### config.mk
export PLATFORM = sky130hd
export DESIGN_NAME = tpg_top
export DESIGN_NICKNAME = d
export VERILOG_FILES = /design/src/tpg_fifo.v /design/src/tpg_top.v
export VERILOG_INCLUDE_DIRS = /design/src
export SDC_FILE = /design/constraint.sdc
export NUM_CORES = 1
export LEC_CHECK = 0
export BUFFER_PORTS_ARGS = -buffer_cell sky130_fd_sc_hd__buf_2
export CORE_AREA = 2 2 226 228
export CTS_CLUSTER_SIZE = 30
export DETAILED_ROUTE_END_ITERATION = 12
export DIE_AREA = 0 0 228 230
export GPL_TIMING_DRIVEN = 1
export PLACE_DENSITY = 0.83
export SLEW_MARGIN = 20
export SYNTH_ARGS = -nofsm -noshare
export SYNTH_HDL_FRONTEND = slang
export SYNTH_SLANG_ARGS = --single-unit
### constraint.sdc
create_clock -name sys_clk -period 11 [get_ports sys_clk]
set_input_delay 0 -clock sys_clk [delete_from_list [all_inputs] [get_ports sys_clk]]
set_output_delay 0 -clock sys_clk [all_outputs]
set_load 0.1 [all_outputs]
### src/tpg_consts.vh
// Purpose: constants for the test pattern and tile gain block
// Assumes: 8-bit register index, 16-bit register data
// Notes: register index equals byte offset on the serial port
`ifndef TPG_CONSTS_VH
`define TPG_CONSTS_VH
`define TPG_REG_TEST 8'h7F
`define TPG_REG_TILE_FIRST 8'h80
`define TPG_REG_TILE_LAST 8'h98
`define TPG_REG_COL0 8'h99
`define TPG_REG_COL3 8'h9C
`define TPG_REG_ROW0 8'h9F
`define TPG_REG_ROW3 8'hA2
`define TPG_TILE_RESET 8'hF4
`define TPG_COL0_RESET 10'h000
`define TPG_COL1_RESET 10'h096
`define TPG_COL2_RESET 10'h12C
`define TPG_COL3_RESET 10'h1C2
`define TPG_ROW0_RESET 9'h000
`define TPG_ROW1_RESET 9'h060
`define TPG_ROW2_RESET 9'h0C0
`define TPG_ROW3_RESET 9'h120
`define TPG_BIT_SOURCE 10
`define TPG_BIT_ENABLE 13
`define TPG_BIT_FLIP 14
`define TPG_PAT_LSB 11
`define TPG_PAT_NONE 2'h0
`define TPG_PAT_VERT 2'h1
`define TPG_PAT_HORZ 2'h2
`define TPG_PAT_DIAG 2'h3
`define TPG_FIFO_DEPTH 8
`define TPG_FIFO_AW 3
`endif

### src/tpg_fifo.v
// Purpose: small valid/ready fifo for the pixel stream
// Assumes: depth is a power of two
// Notes: no bypass, one cycle latency
`timescale 1ns/1ps
module tpg_fifo #(
  parameter WIDTH = 12,
  parameter DEPTH = 8,
  parameter AW = 3
) (
  input wire sys_clk,
  input wire rst,
  input wire in_valid,
  output wire in_ready,
  input wire [WIDTH-1:0] in_data,
  output wire out_valid,
  input wire out_ready,
  output wire [WIDTH-1:0] out_data
);
  // ***********************************
  // storage and pointers
  // ***********************************
  reg [WIDTH-1:0] mem_q [0:DEPTH-1]; // entries
  reg [AW:0] wr_q; // extra bit tells full from empty
  reg [AW:0] rd_q;
  wire full = (wr_q[AW] != rd_q[AW]) && (wr_q[AW-1:0] == rd_q[AW-1:0]);
  wire empty = (wr_q == rd_q);
  wire push = in_valid && !full;
  wire pop = out_valid && out_ready;
  assign in_ready = !full;
  assign out_valid = !empty;
  assign out_data = mem_q[rd_q[AW-1:0]];
  // data array, no reset needed
  always @(posedge sys_clk) begin
    if (push) begin
      mem_q[wr_q[AW-1:0]] <= in_data;
    end
  end
  // pointer update
  always @(posedge sys_clk or posedge rst) begin
    if (rst) begin
      wr_q <= {(AW+1){1'b0}};
      rd_q <= {(AW+1){1'b0}};
    end else begin
      if (push) begin
        wr_q <= wr_q + 1'b1;
      end
      if (pop) begin
        rd_q <= rd_q + 1'b1;
      end
    end
  end
endmodule // tpg_fifo

### src/tpg_top.v
// Purpose: test data injection and tile_gain_weight_0 at chain start
// Assumes: pixel stream with column and row coordinates, one clock
// Notes: registers written and read on a simple indexed port
`timescale 1ns/1ps
`include "tpg_consts.vh"
module tpg_top (
  input wire sys_clk,
  input wire rst,
  input wire reg_wr, // register write strobe
  input wire reg_rd, // register read strobe
  input wire [7:0] reg_addr, // register index
  input wire [15:0] reg_wdata,
  output reg [15:0] reg_rdata, // read data, valid cycle after reg_rd
  output reg reg_ack, // one-cycle acknowledge
  input wire adc_valid, // converter pixel strobe
  output wire adc_ready, // fifo has room
  input wire [9:0] adc_data,
  input wire [9:0] adc_col,
  input wire [8:0] adc_row,
  output reg pix_valid, // gained pixel out
  input wire pix_ready,
  output reg [11:0] pix_data, // data times gain in quarter steps, fits 12 bits without saturation
  output reg [7:0] pix_weight // weight of enclosing tile
);
  // ***********************************
  // control registers
  // ***********************************
  reg [15:0] test_q; // test control word
  reg [7:0] tile_q [0:24]; // gain and weight per tile
  reg [9:0] col_q [0:3]; // column starts
  reg [8:0] row_q [0:3]; // row starts, own mapping
  wire wr_test = reg_wr && (reg_addr == `TPG_REG_TEST);
  wire in_tile = (reg_addr >= `TPG_REG_TILE_FIRST) && (reg_addr <= `TPG_REG_TILE_LAST);
  wire in_col = (reg_addr >= `TPG_REG_COL0) && (reg_addr <= `TPG_REG_COL3);
  wire in_row = (reg_addr >= `TPG_REG_ROW0) && (reg_addr <= `TPG_REG_ROW3);
  wire [7:0] tile_off = reg_addr - `TPG_REG_TILE_FIRST;
  wire [7:0] col_off = reg_addr - `TPG_REG_COL0;
  wire [7:0] row_off = reg_addr - `TPG_REG_ROW0;
  // test control word, reserved bit 15 reads zero
  always @(posedge sys_clk or posedge rst) begin
    if (rst) begin
      test_q <= 16'h0000;
    end else if (wr_test) begin
      test_q <= {1'b0, reg_wdata[14:0]};
    end
  end
  // one register per tile, reset to unity gain and full weight
  genvar gi;
  generate
    for (gi = 0; gi < 25; gi = gi + 1) begin : g_tile
      always @(posedge sys_clk or posedge rst) begin
        if (rst) begin
          tile_q[gi] <= `TPG_TILE_RESET;
        end else if (reg_wr && in_tile && (tile_off == gi)) begin
          tile_q[gi] <= reg_wdata[7:0];
        end
      end
    end
    for (gi = 0; gi < 4; gi = gi + 1) begin : g_bound
      always @(posedge sys_clk or posedge rst) begin
        if (rst) begin
          case (gi)
            0: begin col_q[gi] <= `TPG_COL0_RESET; row_q[gi] <= `TPG_ROW0_RESET; end
            1: begin col_q[gi] <= `TPG_COL1_RESET; row_q[gi] <= `TPG_ROW1_RESET; end
            2: begin col_q[gi] <= `TPG_COL2_RESET; row_q[gi] <= `TPG_ROW2_RESET; end
            default: begin col_q[gi] <= `TPG_COL3_RESET; row_q[gi] <= `TPG_ROW3_RESET; end
          endcase
        end else begin
          if (reg_wr && in_col && (col_off == gi)) begin
            col_q[gi] <= reg_wdata[9:0];
          end
          if (reg_wr && in_row && (row_off == gi)) begin
            row_q[gi] <= reg_wdata[8:0];
          end
        end
      end
    end
  endgenerate
  // read back; unmapped indices answer zero
  always @(posedge sys_clk or posedge rst) begin
    if (rst) begin
      reg_rdata <= 16'h0000;
      reg_ack <= 1'b0;
    end else begin
      reg_ack <= reg_rd || reg_wr;
      if (reg_rd) begin
        if (reg_addr == `TPG_REG_TEST) begin
          reg_rdata <= test_q;
        end else if (in_tile) begin
          reg_rdata <= {8'h00, tile_q[tile_off[4:0]]};
        end else if (in_col) begin
          reg_rdata <= {6'h00, col_q[col_off[1:0]]};
        end else if (in_row) begin
          reg_rdata <= {7'h00, row_q[row_off[1:0]]};
        end else begin
          reg_rdata <= 16'h0000;
        end
      end
    end
  end
  // ***********************************
  // test data selection
  // ***********************************
  wire tst_en = test_q[`TPG_BIT_ENABLE];
  wire tst_src = test_q[`TPG_BIT_SOURCE];
  wire tst_flip = test_q[`TPG_BIT_FLIP];
  wire [1:0] tst_pat = test_q[`TPG_PAT_LSB+1:`TPG_PAT_LSB];
  wire [9:0] tst_const = test_q[9:0];
  wire [10:0] diag_sum = {1'b0, adc_col} + {2'b00, adc_row};
  reg [9:0] inj_data; // data entering the chain
  // software is expected to have row noise correction off here
  always @* begin
    inj_data = adc_data;
    if (tst_en) begin
      if (tst_src) begin
        // flip meaningful only with constant source
        if (tst_flip && !adc_col[0]) begin
          inj_data = ~tst_const;
        end else begin
          inj_data = tst_const;
        end
      end else begin
        case (tst_pat)
          `TPG_PAT_VERT: inj_data = adc_col;
          `TPG_PAT_HORZ: inj_data = {1'b0, adc_row};
          `TPG_PAT_DIAG: inj_data = diag_sum[9:0];
          default: inj_data = adc_data;
        endcase
      end
    end
  end
  // ***********************************
  // stream buffer, injection first
  // ***********************************
  wire f_valid;
  wire f_ready;
  wire [28:0] f_data;
  tpg_fifo #(
    .WIDTH(29),
    .DEPTH(`TPG_FIFO_DEPTH),
    .AW(`TPG_FIFO_AW)
  ) u_fifo (
    .sys_clk(sys_clk),
    .rst(rst),
    .in_valid(adc_valid),
    .in_ready(adc_ready),
    .in_data({adc_row, adc_col, inj_data}),
    .out_valid(f_valid),
    .out_ready(f_ready),
    .out_data(f_data)
  );
  wire [9:0] q_data = f_data[9:0];
  wire [9:0] q_col = f_data[19:10];
  wire [8:0] q_row = f_data[28:20];
  // ***********************************
  // tile lookup and gain
  // ***********************************
  reg [2:0] tx; // tile column index
  reg [2:0] ty; // tile row index
  integer k;
  // last boundary not above the coordinate wins
  always @* begin
    tx = 3'h0;
    ty = 3'h0;
    for (k = 1; k < 4; k = k + 1) begin
      if (q_col >= col_q[k]) begin
        tx = k[2:0];
      end
      if (q_row >= row_q[k]) begin
        ty = k[2:0];
      end
    end
    // fifth tile column and row start at fixed coordinates 600 and 384
    if (q_col >= 10'h258) begin
      tx = 3'h4;
    end
    if (q_row >= 9'h180) begin
      ty = 3'h4;
    end
  end
  wire [4:0] tidx = {2'b00, ty} * 5'h05 + {2'b00, tx};
  wire [7:0] tsel = tile_q[tidx];
  wire [13:0] prod = q_data * tsel[3:0]; // gain in quarter steps
  // largest product 1023 x 15 fits 14 bits, so the quarter step never overflows 12 bits
  wire [11:0] scaled = prod[13:2];
  assign f_ready = !pix_valid || pix_ready; // output stall backs up fifo
  // registered output stage
  always @(posedge sys_clk or posedge rst) begin
    if (rst) begin
      pix_valid <= 1'b0;
      pix_data <= 12'h000;
      pix_weight <= 8'h00;
    end else if (f_ready) begin
      pix_valid <= f_valid;
      if (f_valid) begin
        pix_data <= scaled;
        pix_weight <= {4'h0, tsel[7:4]};
      end
    end
  end
endmodule // tpg_top

== Yosys cells after proc, flatten, opt, wreduce, memory -nomap -nowiden ==
Memory sizes are Yosys's and may differ from the RTL's.
Index checks and enable logic that the tools add are counted.
Word-level totals
  flip-flop bits (word level): 333
  RAM bits: 232
  output and inout port bits: 39
  logic and storage cells: 196
  memories kept: 1
Memories
  u_fifo.mem_q: depth 8, width 29, rd ports 1, clocked after Yosys merged registers in 0, write ports 1, line tpg_fifo.v:22  | reg [WIDTH-1:0] mem_q [0:DEPTH-1];
Operators by class
  add/sub/neg operators: 7
  $mul: 2
  $lt $le $gt $ge: 18
  equal/unequal tests: 37
  muxes and demuxes: 30
  bitwise gates (word level): 6
  reduce and logical (&&, ||, !) cells: 54
Operator list (count)
  binary-select mux 8 bit (select 5 bit): 2
  == test 8 x 5 -> 1 bit, second input constant: 9
  two-way mux 10 bit: 7
  == test 8 x 4 -> 1 bit, second input constant: 8
  == test 8 x 2 -> 1 bit, second input constant: 6
  logical AND 1 bit: 44
  == test 8 x 3 -> 1 bit, second input constant: 4
  two-way mux 8 bit: 4
  >= comparator 10 bit: 3
  one-hot mux 10 bit (3 select lines): 1
  >= comparator 9 bit: 3
  two-way mux 9 bit: 3
  == test 8 x 1 -> 1 bit, second input constant: 3
  >= comparator 8 bit, second input constant: 3
  <= comparator 8 bit, second input constant: 3
  logical NOT 8 bit: 3
  subtractor 8 bit, second input constant: 3
  binary-select mux 10 bit (select 2 bit): 1
  binary-select mux 9 bit (select 2 bit): 1
  two-way mux 3 bit: 6
  two-way mux 15 bit: 1
  multiplier 10 x 4 -> 14 bit: 1
  >= comparator 6 bit, second input constant: 2
  NOT 5 -> 6 bit: 2
  other kinds (20): 31

== Depth between registers and ports, before layout ==
Gate-level depths: netlist of the first run.
An unclocked memory read counts as a cell.
  word-level depth: 13
  gate-level depth with buffers: 43
  depth with buffers taken out: 37

== Modules after synthesis ==
Synthesis of the first run repeated with hierarchy kept, for this count alone.
Unflattened totals
  cells, all modules: 2083
  area, all modules: 29803.6 um2
By module, submodules not included
  tpg_top: times used 1, cells an instance 1687, area an instance 20208.1 um2, seq. area each 8286.7 um2
  tpg_fifo: times used 1, cells an instance 396, area an instance 9595.5 um2, seq. area each 7166.9 um2

== Least setup slack after synthesis of the first run ==
No wires, ideal clock.
  path type: reg-to-reg
  start point: register u_fifo.rd_q[0]
  end point: register pix_data[11]
  data arrival time: 9.764 ns
  required time: 10.871 ns
  path slack: 1.107 ns
  cell stages (with the launch flop): 40
  path buffers: 7
  clock period less this slack: 9.893 ns
  cell sequence: dfrtp_1 > buf_6 > buf_8 > buf_6 > buf_1 > buf_1 > mux4_2 > mux2i_1 > ha_1 > nand2b_1 > a211oi_1 > o21ai_0 > a221o_1 > o21ai_0 > nand2_1 > clkbuf_1 > nor2_1 > ha_1 > (+4 left out) > nor3_1 > a21o_1 > o311ai_2 > nand2b_1 > fa_1 > fa_1 > inv_1 > ha_1 > a21o_1 > a21oi_1 > o21bai_1 > a21oi_1 > o21bai_1 > a21oi_1 > o21ai_0 > o41ai_1 > xor2_1 > o21ai_0
Between the ends
  longest elaborated chain between the ends: 13
Ends and longest elaborated chain
  start, declared: line tpg_fifo.v:24  | reg [AW:0] rd_q;
  start signal, assigned: line tpg_fifo.v:42  | rd_q <= {(AW+1){1'b0}};
  start signal, assigned: line tpg_fifo.v:48  | rd_q <= rd_q + 1'b1;
  memory (8 x 29 bit)
  >= comparator 9 bit: line tpg_top.v:169  | if (q_row >= row_q[k]) begin
  two-way mux 1 bit: line tpg_top.v:169
  two-way mux 3 bit (2 in series): line tpg_top.v:169
  two-way mux 3 bit: line tpg_top.v:177  | if (q_row >= 9'h180) begin
  multiplier 3 x 3 -> 5 bit: line tpg_top.v:181  | wire [4:0] tidx = {2'b00, ty} * 5'h05 + {2'b00, tx};
  adder 5 x 3 -> 5 bit: line tpg_top.v:181
  NOT 5 -> 6 bit (implied by the code): line tpg_top.v:182  | wire [7:0] tsel = tile_q[tidx];
  binary-select mux 8 bit (select 5 bit): line tpg_top.v:182
  two-way mux 8 bit (implied by the code) (2 in series): line tpg_top.v:182
  multiplier 10 x 4 -> 14 bit: line tpg_top.v:183  | wire [13:0] prod = q_data * tsel[3:0];
  end signal, assigned: line tpg_top.v:196  | pix_data <= scaled;
  end, declared: line tpg_top.v:22  | output reg [11:0] pix_data,
Parallel ways exist; a longest one is shown, timed or not. The select of a mux whose other input is x is not followed.
A chain may end at the register's enable or synchronous reset.

== Final worst setup path of the first run ==
Same ends and word-level chain as after synthesis.

==> summary.txt, run 1 <==
Synth
  – Post-Synthesis Cell Area: 29600 um^2
  – Synth Area in Adders: 5.27%
  – Primary FF master, synth: edfxtp_1
  – Post-synthesis sequential area ratio: 52.1%
  – Post-synthesis compound-gate area fraction: 6.91%
  – Avg Cell Area, Syn: 13.8 um^2
  – Yosys cell types: 80
  – Largest family of logic cells by synthesized area: multiplexers
  – Ys Warns: 0
  – XOR/XNOR share of the synthesized area: 1.27%
  – Seq cells post-synth: 564
  – Mux cell area share after synthesis: 25.6%
  – EDFF count, synth: 232
  – Post-Synth Simple-Gate Area: 5.59%
  – Post-Synthesis Cells: 2148
  – Post-synth ARST share: 58.9%

Critical path
  – Crit path max-delay family: compound AO/OA/AOI/OAI gates
  – Arrival time of the worst setup path: 10.71 ns
  – Flop-to-flop setup slack: 0.78 ns
  – Worst r2r path cells: 35
  – Crit. path cell count: 35
  – Cell mode on critical path: o21ai_0
  – Worst Setup End Kind: register
  – CP max stage delay: 0.66 ns
  – WS Path Type: reg2reg
  – Launch point of the worst path: u_fifo.rd_q[0]$_DFFE_PP0P_
  – Worst endpoint required time: 11.49 ns
  – CP max FO: 19
  – Count of buffer and inverter cells on the critical path: 6
  – Worst path slowest cell: dfrtp_4
  – Reg2reg start: u_fifo.rd_q[0]$_DFFE_PP0P_
  – CP Launch Type: register

Worst hold path
  – HP Class: in2reg
  – Hold path startpoint: reg_wdata[4]
  – Hold path cells: 2

CTS
  – CTS buffer count: 58
  – H-tree depth: 2
  – Root Buffer: clkbuf_16
  – Clk buf depth: 3
  – Postcts setup bufs: 0
  – Post-cts resize count: 0
  – Clock latency on the worst-skew pair: 0.65 ns
  – CTS tree: built
  – CTS sink cnt: 564
  – Clk slew on worst S/H paths: 0.07 ns

Global route
  – Antenna violations before repair: 3
  – Tot GR Track Use: 31.2%
  – Vias in the first global route: 20833
  – Pin count of the biggest net entering global routing: 78
  – Global route overflow: 0
  – First-pass GRT wire length: 125 mm

Routing
  – DR iter-0 viols: 2513
  – DR DRC count: 0
  – WL per Instance: 27.0 um
  – Total number of vias: 20187
  – First-pass detailed-route iteration total: 9
  – Vias/cell: 6.74
  – ANT nets after route: 0
  – Final WL: 80.8 mm

Placed design
  – DP HPWL: 51.1 mm
  – Number of I/O port buffers: 91
  – Worst slack, placed: 1.17 ns
  – GPL Wtd Cong: 0.926

Finish
  – Multi-input logic area: 13300 um^2
  – Share of layout cells above drive strength 1: 37.6%
  – Final Core Density: 66.7%
  – # nets final: 2441
  – Seq. cell area: 15500 um^2
  – FILL cells: 3411
  – Area growth syn-to-layout: 12.3%

Floorplan
  – Chip height: 230 um
  – Die area: 52400 um^2
  – Die Wd: 228 um
  – # rows: 82
  – Initial Utilization: 59.4%
  – Core Region: 49900 um^2
  – Num ports: 98

Timing
  – Post-layout minimum cycle time: 10.22 ns
  – Slew headroom: 16.5%
  – Period utilisation layout: 92.9%
  – Worst hold slack: 0.0445 ns
  – Pins Over Slew Limit: 0
  – Setup WS post-layout: 0.780 ns
  – Final Hold Fails: 0
  – Worst-Margin Slew: 1.25 ns
  – Unrepaired setup endpoints after global routing: no
  – Clock skew: 0.0615 ns
  – Setup total negative slack: 0 ns
  – Final setup fails: 0
  – Highest Clock Rate: 97.8 MHz

Job
  – Max Cap Viol: 0

Status
  – Status: complete, no violations
==> through the flow <==
step / cell area (um^2) / instances
3_3_place_gp: 30800 / 2837
5_1_grt: 33300 / 2989
3_5_place_dp: 30800 / 2837
2_1_floorplan: 29600 / 2152
6_report: 33300 / 2993
4_1_cts: 33200 / 2988
==> synthesized netlist by cell type, types with 7 or more instances <==
master	count	share of area, %
mux2_2	326	12
a22oi_1	7	0.18
nor2_1	95	1.2
clkbuf_1	80	1.0
o211ai_1	11	0.28
xnor2_1	23	0.68
a221oi_1	12	0.35
nand2_1	105	1.3
inv_1	114	1.4
dfstp_2	143	13
fa_1	18	1.2
edfxtp_1	232	24
a31oi_1	19	0.40
nand3_1	57	0.96
o22ai_1	8	0.17
nor3_1	25	0.42
o21bai_1	7	0.18
a21o_1	17	0.43
nor2b_1	16	0.34
dfrtp_1	189	16
mux4_2	148	11
a211oi_1	15	0.38
buf_1	22	0.28
o21ai_0	66	1.1
a21oi_1	63	1.1
nand2b_1	19	0.40
mux2i_1	59	2.0
and3_1	8	0.17
ha_1	96	4.1
xor2_1	20	0.59
o2bb2ai_1	9	0.27
==> sequential cells by signal (all words and copies together) (netlist names), 4 cells and up <==
signal,count
u_fifo.mem_q,232
col_q,40
test_q,15
tile_q,200
u_fifo.wr_q,4
u_fifo.rd_q,4
pix_weight,4
reg_rdata,15
row_q,36
pix_data,12
==> cells by family after synthesis <==
group           Yosys count
flops                   564
fa+ha+maj               114
mux                     533
compound gates          302
xor+xnor                 43
other cells               1
buf+inv                 235
simple gates            356
==> final cells by class <==
cell class / count / share of cell area, %
sequential: 564 / 46.5
multi-input combinational: 1353 / 40.0
clock buffer: 78 / 4.83
timing repair buffer: 174 / 3.60
tap: 672 / 2.53
inverter: 117 / 1.34
clock inverter: 31 / 1.19
antenna: 4 / 0.0301
==> what timing repair did <==
item / CTS / global route
endpoints found under the setup margin: 0 / 0
hold buffers: 42 / 0
endpoints found under the hold margin: 319 / 0
==> cells in the final DEF (no fill, tap or decap), types with 42 or more instances in the layout <==
cell type,count
mux2_2,326
edfxtp_1,232
dfrtp_1,186
mux4_2,148
dfstp_2,143
inv_1,113
nand2_1,105
ha_1,96
buf_2,90
nor2_1,84
o21ai_0,66
a21oi_1,63
mux2i_1,59
clkbuf_16,58
nand3_1,57
dlygate4sd3_1,42
==> layer usage <==
layer | up-vias | wire length [um] | GRT usage, %
met5 | - | 10 | 0
met1 | 10282 | 30600 | 41.4
met4 | 2 | 3690 | 13.9
met2 | 1277 | 38600 | 50.4
li1 | 8373 | - | -
met3 | 253 | 7880 | 6.06
==> worst register-to-register path, delay by kind of cell, from the launching register on <==
| kind | cells | cell delay (ns) |
|---|---|---|
| adders and majority gates | 6 | 2.38 |
| and+or+nand+nor | 4 | 0.77 |
| xor gates and xnor gates | 1 | 0.18 |
| DFF | 1 | 0.66 |
| buffers and inverters | 6 | 1.42 |
| muxes | 2 | 0.98 |
| AOI/OAI and AO/OA | 16 | 3.63 |
==> path summary, 6_finish.rpt <==
| check | end |
|---|---|
| worst min register to register | pix_data[3]$_DFFE_PP0P_ |
| worst min-delay path | tile_q[92]$_DFFE_PP1P_ |
| min in group asynchronous | row_q[32]$_DFFE_PP0P_ |
| worst max register to register | pix_data[11]$_DFFE_PP0P_ |
| worst max-delay path | pix_data[11]$_DFFE_PP0P_ |
| max in group asynchronous | tile_q[195]$_DFFE_PP0P_ |
Power of run 1 is not shown: default switching activity piles up to over one toggle a cycle in this logic, so the estimate is an artifact.
==> inputs of run 2 (changes only) <==
==> constraint.sdc (replaced) <==
create_clock -name sys_clk -period 12.85 [get_ports sys_clk]
set_input_delay 0 -clock sys_clk [delete_from_list [all_inputs] [get_ports sys_clk]]
set_output_delay 0 -clock sys_clk [all_outputs]
set_load 0.1 [all_outputs]
==> run 2 against run 1 <==
Register-to-register slack improved by 1.1 ns. Die area unchanged. Clock skew decreased by 0.015 ns. Non-clock buffer count decreased by 10. Final cell count decreased by 0.47%.
==> summary.txt, run 2 (synthesis gave the netlist of run 1 again) <==
Status
  – Status: complete, no violations (unchanged)

Floorplan
  – # rows: 82 (unchanged)
  – Chip height: 230 um (unchanged)
  – Die Wd: 228 um (unchanged)
  – Num ports: 98 (unchanged)
  – Initial Utilization: 59.4% (unchanged)
  – Die area: 52400 um^2 (unchanged)
  – Core Region: 49900 um^2 (unchanged)

Global route
  – First-pass GRT wire length: 123 mm (was 125 mm)
  – Pin count of the biggest net entering global routing: 121 (was 78)
  – Antenna violations before repair: 1 (was 3)
  – Tot GR Track Use: 30.7% (was 31.2%)
  – Vias in the first global route: 20650 (was 20833)
  – Global route overflow: 0 (unchanged)

Critical path
  – CP max FO: 29 (was 19)
  – Launch point of the worst path: u_fifo.rd_q[0]$_DFFE_PP0P_ (unchanged)
  – Worst endpoint required time: 13.30 ns (was 11.49 ns)
  – Reg2reg start: u_fifo.rd_q[0]$_DFFE_PP0P_ (unchanged)
  – CP Launch Type: register (unchanged)
  – Worst Setup End Kind: register (unchanged)
  – WS Path Type: reg2reg (unchanged)
  – Worst path slowest cell: a311oi_1 (was dfrtp_4)
  – Cell mode on critical path: o21ai_0 (unchanged)
  – CP max stage delay: 0.91 ns (was 0.66 ns)
  – Arrival time of the worst setup path: 11.43 ns (was 10.71 ns)

Routing
  – WL per Instance: 26.9 um (was 27.0 um)
  – Final WL: 80.2 mm (was 80.8 mm)
  – First-pass detailed-route iteration total: 6 (was 9)
  – DR iter-0 viols: 2524 (was 2513)
  – ANT nets after route: 0 (unchanged)
  – Total number of vias: 19932 (was 20187)
  – DR DRC count: 0 (unchanged)
  – Vias/cell: 6.69 (was 6.74)

Finish
  – # nets final: 2430 (was 2441)
  – Max FFs per register: 232 (unchanged)
  – Final Core Density: 66.4% (was 66.7%)
  – Most common library cell in the layout ignoring fill and taps: mux2_2 (unchanged)
  – Share of layout cells above drive strength 1: 37.4% (was 37.6%)
  – Area growth syn-to-layout: 11.7% (was 12.3%)
  – Most frequent cells in the layout: 326 x mux2_2, 232 x edfxtp_1, 186 x dfrtp_1, 148 x mux4_2, 143 x dfstp_2 (unchanged)

Timing
  – Setup total negative slack: 0 ns (unchanged)
  – Worst-Margin Slew: 1.25 ns (about the same)
  – Clock skew: 0.0465 ns (was 0.0615 ns)
  – Final setup fails: 0 (unchanged)
  – Highest Clock Rate: 91.0 MHz (was 97.8 MHz)
  – Post-layout minimum cycle time: 10.98 ns (was 10.22 ns)
  – Final Hold Fails: 0 (unchanged)
  – Pins Over Slew Limit: 0 (unchanged)
  – Unrepaired setup endpoints after global routing: no (unchanged)
  – Period utilisation layout: 85.5% (was 92.9%)
  – Slew headroom: 16.1% (was 16.5%)

Worst hold path
  – HP Class: in2reg (unchanged)
  – Hold path startpoint: adc_data[2] (was reg_wdata[4])

CTS
  – CTS buffer count: 57 (was 58)
  – Root Buffer: clkbuf_16 (unchanged)
  – Clk buf depth: 3 (unchanged)
  – CTS tree: built (unchanged)
  – Clk slew on worst S/H paths: 0.06 ns (was 0.07 ns)
  – Clock latency on the worst-skew pair: 0.64 ns (was 0.65 ns)
  – H-tree depth: 2 (unchanged)
  – Postcts setup bufs: 0 (unchanged)
  – CTS sink cnt: 564 (unchanged)
  – Post-cts resize count: 0 (unchanged)
  – CTS Hold Buffers Added: 38 (was 42)

Job
  – Max Cap Viol: 0 (unchanged)

Placed design
  – GPL Wtd Cong: 0.931 (was 0.926)
  – Number of I/O port buffers: 91 (unchanged)
  – DP HPWL: 50.5 mm (was 51.1 mm)
==> run 2: cell types whose count changed in the layout (fill, tap and decap cells not counted), moves of 2 or more <==
cell           delta
clkinv_4          -4
clkinv_1          -4
clkbuf_8          +5
bufinv_16         -3
buf_4             -7
diode_2           -3
nor2_1            -2
dlygate4sd3_1     -4
clkinvlp_2        -2
nor2_2            +2
clkbuf_1          +7
clkinv_2          +2
==> run 2: area by class of cell <==
class	instances	area, um^2
diodes	1	2.50
clock buffers	89	1680
clock inverters	19	240
fillers	3407	16800
inverters	117	447
multi-input cells	1353	13300
flip-flops and latches	564	15500
well taps	672	841
repair buffers	164	1120
==> run 2: final timing paths <==
path	slack [ns]	cells past startpoint	endpoint
setup / recovery	1.87	31	pix_data[11]$_DFFE_PP0P_
hold / removal	0.06	3	u_fifo.mem_q[2][2]$_DFFE_PP_
max in group asynchronous	10.73	5	pix_weight[1]$_DFFE_PP0P_
setup reg to reg	1.87	31	pix_data[11]$_DFFE_PP0P_
min in group asynchronous	0.10	3	col_q[2]$_DFFE_PP0P_
hold reg to reg	0.48	2	pix_data[6]$_DFFE_PP0P_
==> run 2: worst max-delay path, delay by kind of cell, from the launching register on <==
| kind | cells | cell delay, ns |
|---|---|---|
| AO/OA/AOI/OAI | 14 | 3.91 |
| adder cells (fa/ha/maj) | 6 | 2.40 |
| AND/OR/NAND/NOR | 5 | 1.73 |
| XOR/XNOR | 2 | 0.90 |
| multiplexers | 2 | 0.89 |
| flip-flops | 1 | 0.79 |
| buffers and inverters | 2 | 0.15 |
==> run 2: metrics by stage <==
step	setup WS [ns]	hold slack, ns	std cells	cell area [um^2]
after global routing	1.24	0.0508	2978	33100
final	1.87	0.0567	2979	33100
after floorplan	2.96	0.0989	2152	29600
after detailed placement	2.19	0.235	2831	30800
after global placement	2.37	0.224	2831	30800
after CTS	2.05	0.0232	2977	33100
==> run 2: layer usage <==
layer	track usage, %	wire length, um	share of wire (%)
met4	12.9	3390	4.2
met3	6.06	7790	9.7
met2	50.2	38500	48
met1	40.4	30500	38
met5	0	0	0
Power of run 2 is left out for the same reason.
